File: src/logic/csio_pkg.sv
// Constants, register layouts and state type of the synchronous serial channel
package csio_pkg;

   // Register byte offsets on the APB
   localparam logic [7:0] CSIO_OFS_MODE   = 8'h00;
   localparam logic [7:0] CSIO_OFS_CTRL   = 8'h04;
   localparam logic [7:0] CSIO_OFS_STATUS = 8'h08;
   localparam logic [7:0] CSIO_OFS_BAUD   = 8'h0C;
   localparam logic [7:0] CSIO_OFS_TXBUF  = 8'h10;
   localparam logic [7:0] CSIO_OFS_RXBUF  = 8'h14;

   // Channel mode field codes
   localparam logic [2:0] CSIO_MODE_OFF  = 3'h0;
   localparam logic [2:0] CSIO_MODE_SYNC = 3'h1;

   localparam int unsigned CSIO_FRAME_BITS = 8;
   localparam logic [3:0]  CSIO_BITS_LAST  = 4'h8;
   localparam logic [3:0]  CSIO_BIT_OVR    = 4'h7;

   // Prescaler masks for f1, f2, f8, f32
   localparam logic [4:0] CSIO_PRESC_F1  = 5'h00;
   localparam logic [4:0] CSIO_PRESC_F2  = 5'h01;
   localparam logic [4:0] CSIO_PRESC_F8  = 5'h07;
   localparam logic [4:0] CSIO_PRESC_F32 = 5'h1F;

   typedef struct packed {
      logic       psel;
      logic       penable;
      logic       pwrite;
      logic [7:0] paddr;
      logic [31:0] pwdata;
   } csio_apb_req_t;

   // Mode register, bits 11..0
   typedef struct packed {
      logic       clock_open_drain_select;
      logic       bit_order_select;
      logic       clock_polarity_select;
      logic       data_open_drain_select;
      logic       flow_control_disable;
      logic       flow_control_select;
      logic [1:0] presc_select;
      logic       clock_source_select;
      logic [2:0] channel_mode_field;
   } csio_mode_t;

   // Control register, bits 7..0
   typedef struct packed {
      logic flow_pin_separation;
      logic alt_clock_pin_select;
      logic multi_pin_clock_enable;
      logic data_invert_select;
      logic continuous_rx_enable;
      logic tx_irq_source_select;
      logic rx_enable_bit;
      logic tx_enable_bit;
   } csio_ctrl_t;

   // Status register, bits 3..0
   typedef struct packed {
      logic overrun_flag;
      logic shift_register_empty_flag;
      logic rx_complete_flag;
      logic tx_buffer_empty_flag;
   } csio_status_t;

   typedef enum logic [1:0] {
      CSIO_ST_IDLE = 2'b01,
      CSIO_ST_XFER = 2'b10
   } csio_state_t;

   typedef struct packed {
      csio_mode_t   mode;
      csio_ctrl_t   ctrl;
      csio_status_t stat;
      logic [7:0]   baud_divider;
      logic [7:0]   tx_buffer_register;
      logic [7:0]   rx_buffer_register;
      logic [7:0]   tx_shift;
      logic [7:0]   rx_shift;
      logic         ovr_frame;
      csio_state_t  st;
      logic [3:0]   rx_bits;
      logic [4:0]   presc;
      logic [7:0]   bcnt;
      logic         iclk;
      logic         txd;
      logic         rts;
      logic [2:0]   ck_s;
      logic         ck_f;
      logic [2:0]   rx_s;
      logic         rx_f;
      logic [2:0]   cts_s;
      logic         cts_f;
      logic [2:0]   sh_s;
      logic         sh_f;
      logic [31:0]  prdata;
      logic         pslverr;
      logic         tx_irq;
      logic         rx_irq;
   } csio_regs_t;

   localparam csio_regs_t CSIO_REGS_RST = '{
      mode: '0, ctrl: '0,
      stat: '{overrun_flag: 1'b0, shift_register_empty_flag: 1'b1,
              rx_complete_flag: 1'b0, tx_buffer_empty_flag: 1'b1},
      baud_divider: 8'h00, tx_buffer_register: 8'h00, rx_buffer_register: 8'h00,
      tx_shift: 8'h00, rx_shift: 8'h00, ovr_frame: 1'b0, st: CSIO_ST_IDLE,
      rx_bits: 4'h0, presc: 5'h00, bcnt: 8'h00, iclk: 1'b1, txd: 1'b1, rts: 1'b1,
      ck_s: 3'h7, ck_f: 1'b1, rx_s: 3'h7, rx_f: 1'b1, cts_s: 3'h7, cts_f: 1'b1,
      sh_s: 3'h7, sh_f: 1'b1, prdata: 32'h0000_0000, pslverr: 1'b0,
      tx_irq: 1'b0, rx_irq: 1'b0};

endpackage

File: src/logic/csio_core.sv
// Clock-synchronous serial channel with APB register access
//
// Operation
// - Every frame carries exactly eight data bits, both directions.
// - Internal transfer clock is prescaled source divided by 2*(divider+1).
// - External clock source takes the transfer clock from the clock pin.
// - Transmit starts when enabled, buffer full, and CTS low if used.
// - Reception needs receive and transmit enable plus written transmit buffer.
// - Transmit interrupt when the buffer empties into the shift register or at shift completion, by select.
// - Receive interrupt when a frame moves into the receive buffer.
// - Unread buffer at next frame's seventh bit sets overrun, no interrupt.
// - Polarity 0 shifts on falling, samples on rising; 1 is opposite.
// - Frames go least or most significant bit first per bit order.
// - Continuous receive rearms reception on receive buffer read.
// - Inversion flips transmit bits when sent and received bits when read.
// - Data output idles high, or floats when open-drain, until first transfer.
// - Receive-only operation still shifts out the dummy transmit data.
// - Mode field 001b enables the channel; 000b disables and reinitialises.
// - Flow pin is general port, CTS input or RTS output per two bits.
// - Multi-pin clock bit drives transfer clock to one of two pins.
// - Unused alternate clock pin holds high for polarity 0, low for 1.
// - Without multi-pin clock, separation takes CTS from the shared pin while RTS keeps its pin.
// - RTS goes low when ready, high at first transfer clock falling edge.
// - CTS going high mid-frame stops the channel before the next frame.
`timescale 1ns/100ps
`default_nettype none

module csio_core
   import csio_pkg::*;
(
   input  wire logic          clk_i,
   input  wire logic          rst_i,
   input  wire csio_apb_req_t apb_i,
   output logic [31:0]        prdata_o,
   output logic               pready_o,
   output logic               pslverr_o,
   output logic               serial_out_pin_o,
   output logic               serial_out_pin_oe_o,
   input  wire logic          serial_in_pin_i,
   input  wire logic          xfer_clock_pin_i,
   output logic               xfer_clock_pin_o,
   output logic               xfer_clock_pin_oe_o,
   output logic               alternate_clock_pin_o,
   output logic               alternate_clock_pin_oe_o,
   input  wire logic          flow_pin_i,
   output logic               flow_pin_o,
   output logic               flow_pin_oe_o,
   input  wire logic          shared_alternate_pin_i,
   output logic               tx_irq_o,
   output logic               rx_irq_o
);

   csio_regs_t regs_reg;
   csio_regs_t regs_next;

   // Level accepted once second and third stages agree
   function automatic logic filt(input logic s2, input logic s3, input logic f);
      filt = (s2 == s3) ? s3 : f;
   endfunction

   function automatic logic filt_edge(input logic s2, input logic s3, input logic f);
      filt_edge = (s2 == s3) && (s3 != f);
   endfunction

   function automatic logic [4:0] presc_mask(input logic [1:0] sel);
      case (sel)
         2'h0:    presc_mask = CSIO_PRESC_F1;
         2'h1:    presc_mask = CSIO_PRESC_F2;
         2'h2:    presc_mask = CSIO_PRESC_F8;
         default: presc_mask = CSIO_PRESC_F32;
      endcase
   endfunction

   logic       acc_cyc;
   logic       setup_cyc;
   logic       chan_on;
   logic       cts_used;
   logic       cts_level;
   logic       start_ok;
   logic       edge_hit;
   logic       edge_lvl;
   logic       shift_edge;
   logic       sample_edge;
   logic       rx_bit;
   logic       alt_active;
   logic       clk_drive;
   logic       main_val;
   logic       alt_val;
   logic [7:0] inv_mask;

   assign acc_cyc   = apb_i.psel && apb_i.penable;
   assign setup_cyc = apb_i.psel && !apb_i.penable;

   always_comb begin
      regs_next = regs_reg;
      regs_next.tx_irq = 1'b0;
      regs_next.rx_irq = 1'b0;
      chan_on = (regs_reg.mode.channel_mode_field == CSIO_MODE_SYNC);
      inv_mask = regs_reg.ctrl.data_invert_select ? 8'hFF : 8'h00;
      edge_hit = 1'b0;
      edge_lvl = regs_reg.iclk;
      shift_edge = 1'b0;
      sample_edge = 1'b0;
      rx_bit = regs_reg.rx_f;

      // Pin synchronisers, three stages each
      regs_next.ck_s  = {regs_reg.ck_s[1:0], xfer_clock_pin_i};
      regs_next.ck_f  = filt(regs_reg.ck_s[1], regs_reg.ck_s[2], regs_reg.ck_f);
      regs_next.rx_s  = {regs_reg.rx_s[1:0], serial_in_pin_i};
      regs_next.rx_f  = filt(regs_reg.rx_s[1], regs_reg.rx_s[2], regs_reg.rx_f);
      regs_next.cts_s = {regs_reg.cts_s[1:0], flow_pin_i};
      regs_next.cts_f = filt(regs_reg.cts_s[1], regs_reg.cts_s[2], regs_reg.cts_f);
      regs_next.sh_s  = {regs_reg.sh_s[1:0], shared_alternate_pin_i};
      regs_next.sh_f  = filt(regs_reg.sh_s[1], regs_reg.sh_s[2], regs_reg.sh_f);

      // CTS source and use
      cts_used = !regs_reg.mode.flow_control_disable
                 && (!regs_reg.mode.flow_control_select
                     || (regs_reg.ctrl.flow_pin_separation
                         && !regs_reg.ctrl.multi_pin_clock_enable));
      cts_level = (regs_reg.ctrl.flow_pin_separation && regs_reg.mode.flow_control_select)
                  ? regs_reg.sh_f : regs_reg.cts_f;

      // APB read data captured in the setup cycle
      regs_next.prdata  = 32'h0000_0000;
      regs_next.pslverr = 1'b0;
      if (setup_cyc) begin
         case (apb_i.paddr)
            CSIO_OFS_MODE:   regs_next.prdata = {20'h00000, regs_reg.mode};
            CSIO_OFS_CTRL:   regs_next.prdata = {24'h000000, regs_reg.ctrl};
            CSIO_OFS_STATUS: regs_next.prdata = {28'h0000000, regs_reg.stat};
            CSIO_OFS_BAUD:   regs_next.prdata = {24'h000000, regs_reg.baud_divider};
            CSIO_OFS_TXBUF:  regs_next.prdata = {24'h000000, regs_reg.tx_buffer_register};
            CSIO_OFS_RXBUF:
               regs_next.prdata = {24'h000000, regs_reg.rx_buffer_register ^ inv_mask};
            default:         regs_next.pslverr = 1'b1;
         endcase
      end else if (acc_cyc) begin
         regs_next.pslverr = regs_reg.pslverr;
         regs_next.prdata  = regs_reg.prdata;
      end

      // APB write and read side effects
      if (acc_cyc && apb_i.pwrite) begin
         case (apb_i.paddr)
            CSIO_OFS_MODE: begin
               regs_next.mode = csio_mode_t'(apb_i.pwdata[11:0]);
               if (apb_i.pwdata[2:0] == CSIO_MODE_OFF) begin
                  regs_next.st = CSIO_ST_IDLE;
                  regs_next.stat = CSIO_REGS_RST.stat;
                  regs_next.ovr_frame = 1'b0;
                  regs_next.rx_bits = 4'h0;
                  regs_next.txd = 1'b1;
                  regs_next.rts = 1'b1;
               end
            end
            CSIO_OFS_CTRL:  regs_next.ctrl = csio_ctrl_t'(apb_i.pwdata[7:0]);
            CSIO_OFS_BAUD:  regs_next.baud_divider = apb_i.pwdata[7:0];
            CSIO_OFS_TXBUF: begin
               regs_next.tx_buffer_register = apb_i.pwdata[7:0];
               regs_next.stat.tx_buffer_empty_flag = 1'b0;
            end
            default: ;
         endcase
      end
      if (acc_cyc && !apb_i.pwrite && apb_i.paddr == CSIO_OFS_RXBUF) begin
         regs_next.stat.rx_complete_flag = 1'b0;
         if (regs_reg.ctrl.continuous_rx_enable)
            regs_next.stat.tx_buffer_empty_flag = 1'b0;
      end

      start_ok = chan_on && regs_reg.ctrl.tx_enable_bit
                 && !regs_reg.stat.tx_buffer_empty_flag
                 && (!cts_used || !cts_level);

      case (regs_reg.st)
         CSIO_ST_IDLE: begin
            regs_next.iclk = !regs_reg.mode.clock_polarity_select;
            regs_next.bcnt = 8'h00;
            regs_next.rx_bits = 4'h0;
            if (chan_on && !regs_reg.mode.flow_control_disable
                && regs_reg.mode.flow_control_select)
               regs_next.rts = !(regs_reg.ctrl.rx_enable_bit
                                 && !regs_reg.stat.rx_complete_flag);
            if (start_ok) begin
               regs_next.st = CSIO_ST_XFER;
               regs_next.tx_shift = regs_reg.tx_buffer_register ^ inv_mask;
               regs_next.stat.tx_buffer_empty_flag = 1'b1;
               regs_next.stat.shift_register_empty_flag = 1'b0;
               regs_next.ovr_frame = 1'b0;
               regs_next.presc = 5'h00;
               if (!regs_reg.ctrl.tx_irq_source_select)
                  regs_next.tx_irq = 1'b1;
            end
         end
         CSIO_ST_XFER: begin
            if (!chan_on) begin
               regs_next.st = CSIO_ST_IDLE;
            end else if (regs_reg.mode.clock_source_select) begin
               edge_hit = filt_edge(regs_reg.ck_s[1], regs_reg.ck_s[2], regs_reg.ck_f);
               edge_lvl = regs_reg.ck_s[2];
            end else begin
               regs_next.presc = regs_reg.presc + 5'h01;
               if ((regs_reg.presc & presc_mask(regs_reg.mode.presc_select)) == 5'h00) begin
                  if (regs_reg.bcnt == regs_reg.baud_divider) begin
                     regs_next.bcnt = 8'h00;
                     edge_hit = 1'b1;
                     edge_lvl = !regs_reg.iclk;
                     regs_next.iclk = edge_lvl;
                  end else begin
                     regs_next.bcnt = regs_reg.bcnt + 8'h01;
                  end
               end
            end
            shift_edge  = edge_hit && (edge_lvl == regs_reg.mode.clock_polarity_select);
            sample_edge = edge_hit && (edge_lvl != regs_reg.mode.clock_polarity_select);
            if (edge_hit && !edge_lvl && regs_reg.rx_bits == 4'h0)
               regs_next.rts = 1'b1;
            if (shift_edge) begin
               if (regs_reg.mode.bit_order_select) begin
                  regs_next.txd = regs_reg.tx_shift[7];
                  regs_next.tx_shift = {regs_reg.tx_shift[6:0], 1'b1};
               end else begin
                  regs_next.txd = regs_reg.tx_shift[0];
                  regs_next.tx_shift = {1'b1, regs_reg.tx_shift[7:1]};
               end
            end
            if (sample_edge) begin
               regs_next.rx_shift = regs_reg.mode.bit_order_select
                                    ? {regs_reg.rx_shift[6:0], rx_bit}
                                    : {rx_bit, regs_reg.rx_shift[7:1]};
               regs_next.rx_bits = regs_reg.rx_bits + 4'h1;
               if (regs_reg.rx_bits + 4'h1 == CSIO_BIT_OVR && regs_reg.ctrl.rx_enable_bit
                   && regs_reg.stat.rx_complete_flag) begin
                  regs_next.stat.overrun_flag = 1'b1;
                  regs_next.ovr_frame = 1'b1;
               end
               if (regs_reg.rx_bits + 4'h1 == CSIO_BITS_LAST) begin
                  regs_next.st = CSIO_ST_IDLE;
                  regs_next.rx_bits = 4'h0;
                  regs_next.stat.shift_register_empty_flag = 1'b1;
                  if (regs_reg.ctrl.tx_irq_source_select)
                     regs_next.tx_irq = 1'b1;
                  if (regs_reg.ctrl.rx_enable_bit && !regs_reg.ovr_frame
                      && !(regs_reg.rx_bits + 4'h1 == CSIO_BIT_OVR)) begin
                     regs_next.rx_buffer_register = regs_reg.mode.bit_order_select
                                    ? {regs_reg.rx_shift[6:0], rx_bit}
                                    : {rx_bit, regs_reg.rx_shift[7:1]};
                     regs_next.stat.rx_complete_flag = 1'b1;
                     regs_next.rx_irq = 1'b1;
                  end
               end
            end
         end
         default: regs_next.st = CSIO_ST_IDLE;
      endcase
   end

   always_ff @(posedge clk_i or posedge rst_i) begin
      if (rst_i)
         regs_reg <= CSIO_REGS_RST;
      else
         regs_reg <= regs_next;
   end

   // Pin drive
   assign alt_active = regs_reg.ctrl.multi_pin_clock_enable && regs_reg.ctrl.alt_clock_pin_select;
   assign clk_drive  = chan_on && !regs_reg.mode.clock_source_select;
   assign main_val   = alt_active ? !regs_reg.mode.clock_polarity_select : regs_reg.iclk;
   assign alt_val    = alt_active ? regs_reg.iclk
                                  : !regs_reg.mode.clock_polarity_select;

   assign xfer_clock_pin_o         = main_val;
   assign xfer_clock_pin_oe_o      = clk_drive
                                     && !(regs_reg.mode.clock_open_drain_select && main_val);
   assign alternate_clock_pin_o    = alt_val;
   assign alternate_clock_pin_oe_o = clk_drive && regs_reg.ctrl.multi_pin_clock_enable
                                     && !(regs_reg.mode.clock_open_drain_select && alt_val);

   assign serial_out_pin_o    = regs_reg.txd;
   assign serial_out_pin_oe_o = chan_on
                                && !(regs_reg.mode.data_open_drain_select && regs_reg.txd);

   assign flow_pin_o    = regs_reg.rts;
   assign flow_pin_oe_o = chan_on && !regs_reg.mode.flow_control_disable
                          && regs_reg.mode.flow_control_select;

   assign prdata_o  = regs_reg.prdata;
   assign pready_o  = acc_cyc;
   assign pslverr_o = acc_cyc && regs_reg.pslverr;
   assign tx_irq_o  = regs_reg.tx_irq;
   assign rx_irq_o  = regs_reg.rx_irq;

endmodule

`default_nettype wire

File: config.mk
export PLATFORM = sky130hd
export DESIGN_NAME = csio_core
export DESIGN_NICKNAME = d
export VERILOG_FILES = /design/src/logic/csio_pkg.sv /design/src/logic/csio_core.sv
export SDC_FILE = /design/constraint.sdc
export NUM_CORES = 1
export LEC_CHECK = 0
export ABC_CLOCK_PERIOD_IN_PS = 4470
export BUFFER_PORTS_ARGS = -buffer_cell sky130_fd_sc_hd__buf_2
export CORE_MARGIN = 2
export CORE_UTILIZATION = 45
export CTS_CLUSTER_DIAMETER = 100
export CTS_CLUSTER_SIZE = 20
export DETAILED_ROUTE_END_ITERATION = 16
export GPL_TIMING_DRIVEN = 0
export PLACE_DENSITY = 0.65
export SYNTH_ARGS = -nofsm -noshare
export SYNTH_HDL_FRONTEND = slang
export SYNTH_SLANG_ARGS = --single-unit
File: constraint.sdc
create_clock -name clk_i -period 4.47 [get_ports clk_i]
set_input_delay 0.2235 -clock clk_i [delete_from_list [all_inputs] [get_ports clk_i]]
set_output_delay 0.2235 -clock clk_i [all_outputs]
set_load 0.02 [all_outputs]
# After elaboration in Yosys (flattened, before gate mapping)
# Index checks and enable logic that the tools add are counted.
# word_totals
reg_bits,138
out_inout_bits,44
elab_cells,226
# op_classes
add_sub_neg,3
n_eq_ne,26
mux,78
bitwise_logic,3
n_reduce_logical,70
# op_table
op,n
case mux 12 bit (6 select lines),1
2-to-1 mux 33 bit,2
2-to-1 mux 8 bit,8
case mux 18 bit (2 select lines),1
logical AND 1 bit,33
2-to-1 mux 1 bit,33
2-to-1 mux 14 bit,2
2-to-1 mux 7 bit,4
2-to-1 mux 20 bit,1
2-to-1 mux 5 bit,4
zero test 1 bit,19
"equality test 8 x 4 -> 1 bit, second input constant",2
"equality test 8 x 5 -> 1 bit, second input constant",2
2-to-1 mux 2 bit,8
case mux 8 bit (2 select lines),1
XOR 8 bit,2
case mux 5 bit (3 select lines),1
AND reduction 4 bit,3
"inequality test 2 bit, second input constant",5
case mux 1 bit (2 select lines),5
AND reduction 2 bit,5
2-to-1 mux 3 bit,3
2-to-1 mux 9 bit,1
"adder 8 x 1 -> 8 bit, second input constant",1
other kinds (25),33

# Logic depth before layout (Yosys ltp)
# depth
word_depth,16
mapped_depth,8

# Worst setup path before layout
# Ideal clock, no wire load.
# synth_path
path_type,flip-flop to flip-flop
start,register regs_reg[127] (netlist name)
end,register regs_reg[90] (netlist name)
setup_ns,0.125
arrival_time_ns,2.929
required_time_ns,4.345
path_slack_ns,1.416
path_stages_with_launch,9
n_path_buf,1
path_cell_list,dfrtp_1 or4b_4 nor2_1 or4b_4 and4_4 nor4_4 nor4b_4 buf_6 mux2_2
# synth_via
elab_chain_cells,6
elab_cells_between_ends,8
# synth_lines
item,line,rtl
start: declaration,csio_core.sv:53,csio_regs_t regs_reg;
start signal: assignment,csio_core.sv:263,regs_reg <= regs_next;
equality test 3 x 1 -> 1 bit *,csio_core.sv:98,chan_on = (regs_reg.mode.channel_mode_field == CSIO_MODE_SYNC);
2-to-1 mux 1 bit,csio_core.sv:197,if (!chan_on) begin
2-to-1 mux 1 bit,csio_core.sv:176,case (regs_reg.st)
inequality test 1 bit,csio_core.sv:216,sample_edge = edge_hit && (edge_lvl != regs_reg.mode.clock_polarity_select);
logical AND 1 bit *,csio_core.sv:216,
AND reduction 4 bit (no source line) *,--,
# Mark *: on every way between the ends. The rest lies on a longest branch, timed or not. The select of a mux whose other input is x is not followed.
# A chain may end at the register's enable or synchronous reset.

# Worst setup path in the final report
# layout_path
start,register regs_reg[127] (netlist name)
end,register regs_reg[97] (netlist name)
# The elaborated chain is that of the path after synthesis.

==> run summary <==
Hold depth: 3
Crit-path cells: or4b_4, nor2_1, or4b_4, and4_4, nor4_4, nor4b_4, buf_6, mux2_2
Sequential element share of the synthesized area: 48.6%
TritonCTS clock tree: done
Layout overhead on the synthesized area: 19.7%
Hold WS: 0.0268 ns
Most frequent cell on the critical path: or4b_4
Max Cap Viol: 0
Primary FF master, synth: dfrtp_1
Gate power share: 10.9%
RD Place Congestion: 0.931
Mapped cell area: 0.00614 mm^2
Launch point of the worst reg-to-reg path: regs_reg[127]
Layout Skew: 0.0107 ns
Slowest Stage Delay on Critical Path: 0.71 ns
Clock power frac: 47.7%
Slew @ Worst Pin: 1.43 ns
Critical path fanouts, max: 10
FF-to-FF End: regs_reg[97]
Largest area contributor in the netlist: dfrtp_1
Fmax: 280 MHz
Initial antenna violation count: 0
Syn avg cell area: 10.7 um^2
DRC viols: 0
Netlist cell types: 55
Clock sinks: 118
Share of cells above drive strength 1: 32.1%
Worst R2R Path Depth: 8
Minimum clock period: 3.57 ns
Vias in the first global route: 4632
Max_slew headroom: 3.68%
Final setup fails: 0
Peak supply drop: 0.368 mV
Area contributors post-synth: dfrtp_1 (39%), mux2_2 (12%), dfstp_2 (9.4%)
H-Tree Depth: 4
Initial Util: 46.2%
Total CTS buffers: 17
Antenna-violating nets left: 0
Clock Latency Late Sink: 0.42 ns
Fin. max-slew vios: 0
Worst EP arrival: 3.86 ns
Global Route Usage Sum: 22.0%
Vias: 4653
Die ar.: 0.0146 mm^2
CTS Root Cell: clkbuf_16
Ys Warns: 0
Post-route cell area: 0.00734 mm^2
Mapped Cells: 575
RSZ-0062 raised after global routing: false
Setup TNS: 0 ns
Post-cts sizing count: 0
First-pass GRT wire length: 24400 um
Clk pin slew, worst setup/hold paths: 0.05 ns
HPWL after detailed placement: 11100 um
Slowest library cell on the worst path: nor4_4
Max reg flops: 93
Endpoint type of the worst setup path: flop
Tcrit/Tclk final: 79.9%
Hold EP: regs_reg[135]
WL/cell: 17.5 um
Internal power: 2.07 mW
Post-CTS Setup Bufs: 0
CORE AREA: 0.0133 mm^2
DRT iter0 DRCs: 363
CTS Buffer Depth: 2
P_sw: 0.697 mW
Diode count: 0
CP Launch Type: flop
Tot Pwr: 2.76 mW
Nets: 726
Sequential power share: 41.4%
Largest net degree at the start of global routing: 79
LEAKAGE: 3.31 nW
Fin. Hold Viols: 0
IO Pins: 93
Ys async rst share: 100%
Vias/cell: 5.42
FF-to-FF setup slack: 0.90 ns
HP Class: in -> reg
WS Path Type: reg -> reg
Port Buffer Count: 50
Die height: 121 um
Net Sw Frac: 25.2%
Min-delay src: apb_i[9]
Most frequent cell after synthesis: dfrtp_1
CP required: 4.76 ns
Drt pass-1 iters: 4
Row count: 42
Cell Pwr Density: 376 mW/mm^2
Post-synth EDFFs: 0
Final WL: 15000 um
Critical Path Source: regs_reg[127]
Die span in x: 121 um
Synth Register Bits: 118
Overflow after GRT: 0
Most instantiated cells after synthesis: dfrtp_1 (96), mux2_2 (64), nand2_1 (64)
Outcome: completed
Post-DP Area: 0.00671 mm^2
Yosys top cell area share: 39.2%
-- power groups by stage --
stage / clock [mW] / combinational (mW) / sequential [mW]
5_1_grt: 1.39 / 0.334 / 1.15
3_3_place_gp: 0 / 0.285 / 1.16
2_1_floorplan: 0 / 0.208 / 1.15
4_1_cts: 1.34 / 0.300 / 1.14
6_report: 1.32 / 0.302 / 1.14
3_5_place_dp: 0 / 0.295 / 1.16
-- worst max-delay path: cells and delay by family, from the launching register on --
family,cells,cell delay (ns)
buf+inv,1,0.19
simple gates,6,2.48
mux,1,0.34
flops,1,0.44
-- layout make-up --
cell class / instances / area, um^2
clock buffer: 24 / 512
inverter: 16 / 65.1
timing repair buffer: 56 / 328
clock inverter: 8 / 70.1
multi-input combinational: 408 / 2840
fill: 1181 / 5950
sequential: 118 / 2980
buffer: 52 / 323
tap: 176 / 220
-- per-layer routing --
| metal | GRT usage, % | share of wire [%] | vias up |
|---|---|---|---|
| met3 | 5.61 | 6.0 | 30 |
| li1 | - | - | 2201 |
| met4 | 8.87 | 2.9 | 0 |
| met2 | 34.7 | 48 | 133 |
| met1 | 29.1 | 44 | 2289 |
| met5 | 0 | 0 | - |
-- how the worst max path moves through the flow --
stage,endpoint,slack [ns],depth (start not counted)
after global placement,regs_reg[61],-0.23,2
after CTS,regs_reg[97],0.91,8
final,regs_reg[97],0.90,8
after detailed placement,regs_reg[90],0.93,8
after floorplan,prdata_o[0],1.15,1
after global routing,regs_reg[90],0.68,8
-- cells by family after synthesis --
family          count (synthesis)  share of synthesized area [%]
flops                         118                           48.6
xor+xnor                       25                           3.57
mux                            75                           13.5
other cells                     1                         0.0611
simple gates                  165                           14.0
buf+inv                        68                           6.24
compound gates                111                           11.7
fa+ha+maj                      12                           2.28
-- cells in the final DEF, fill, tap and decap left out, types with 5 or more instances in the layout --
| cell | instances |
|---|---|
| or3_1 | 5 |
| conb_1 | 20 |
| nor2_1 | 23 |
| o21ai_0 | 45 |
| nand2_1 | 64 |
| nand4_1 | 5 |
| nor3_1 | 10 |
| o211ai_1 | 9 |
| dfrtp_1 | 96 |
| and2_1 | 7 |
| clkinv_2 | 5 |
| clkbuf_8 | 6 |
| a21oi_1 | 15 |
| a221oi_1 | 5 |
| o22ai_1 | 6 |
| dfstp_2 | 22 |
| nand2b_1 | 8 |
| inv_1 | 15 |
| mux2_2 | 64 |
| and3_1 | 6 |
| ha_1 | 8 |
| dlygate4sd3_1 | 5 |
| xnor2_1 | 24 |
| o221a_2 | 7 |
| buf_2 | 50 |
| nand3_1 | 11 |
| nor3b_1 | 5 |
| or2_2 | 5 |
| buf_4 | 32 |
| clkbuf_16 | 17 |
| clkbuf_1 | 19 |
| mux2i_1 | 11 |
-- per-stage QoR --
step / setup slack, ns / utilization [%] / std cells
4_1_cts: 0.913 / 55.2 / 858
6_report: 0.900 / 55.2 / 858
5_1_grt: 0.684 / 55.2 / 858
2_1_floorplan: 1.15 / - / 594
3_5_place_dp: 0.927 / 50.5 / 821
3_3_place_gp: -0.233 / 50.2 / 820
-- timing repair --
item                                   in CTS  in global routing
endpoints found under the hold margin      34                  0
hold buffers                                5                  0
setup endpoints to repair                   0                  0
(Power assumes the default switching activity.)
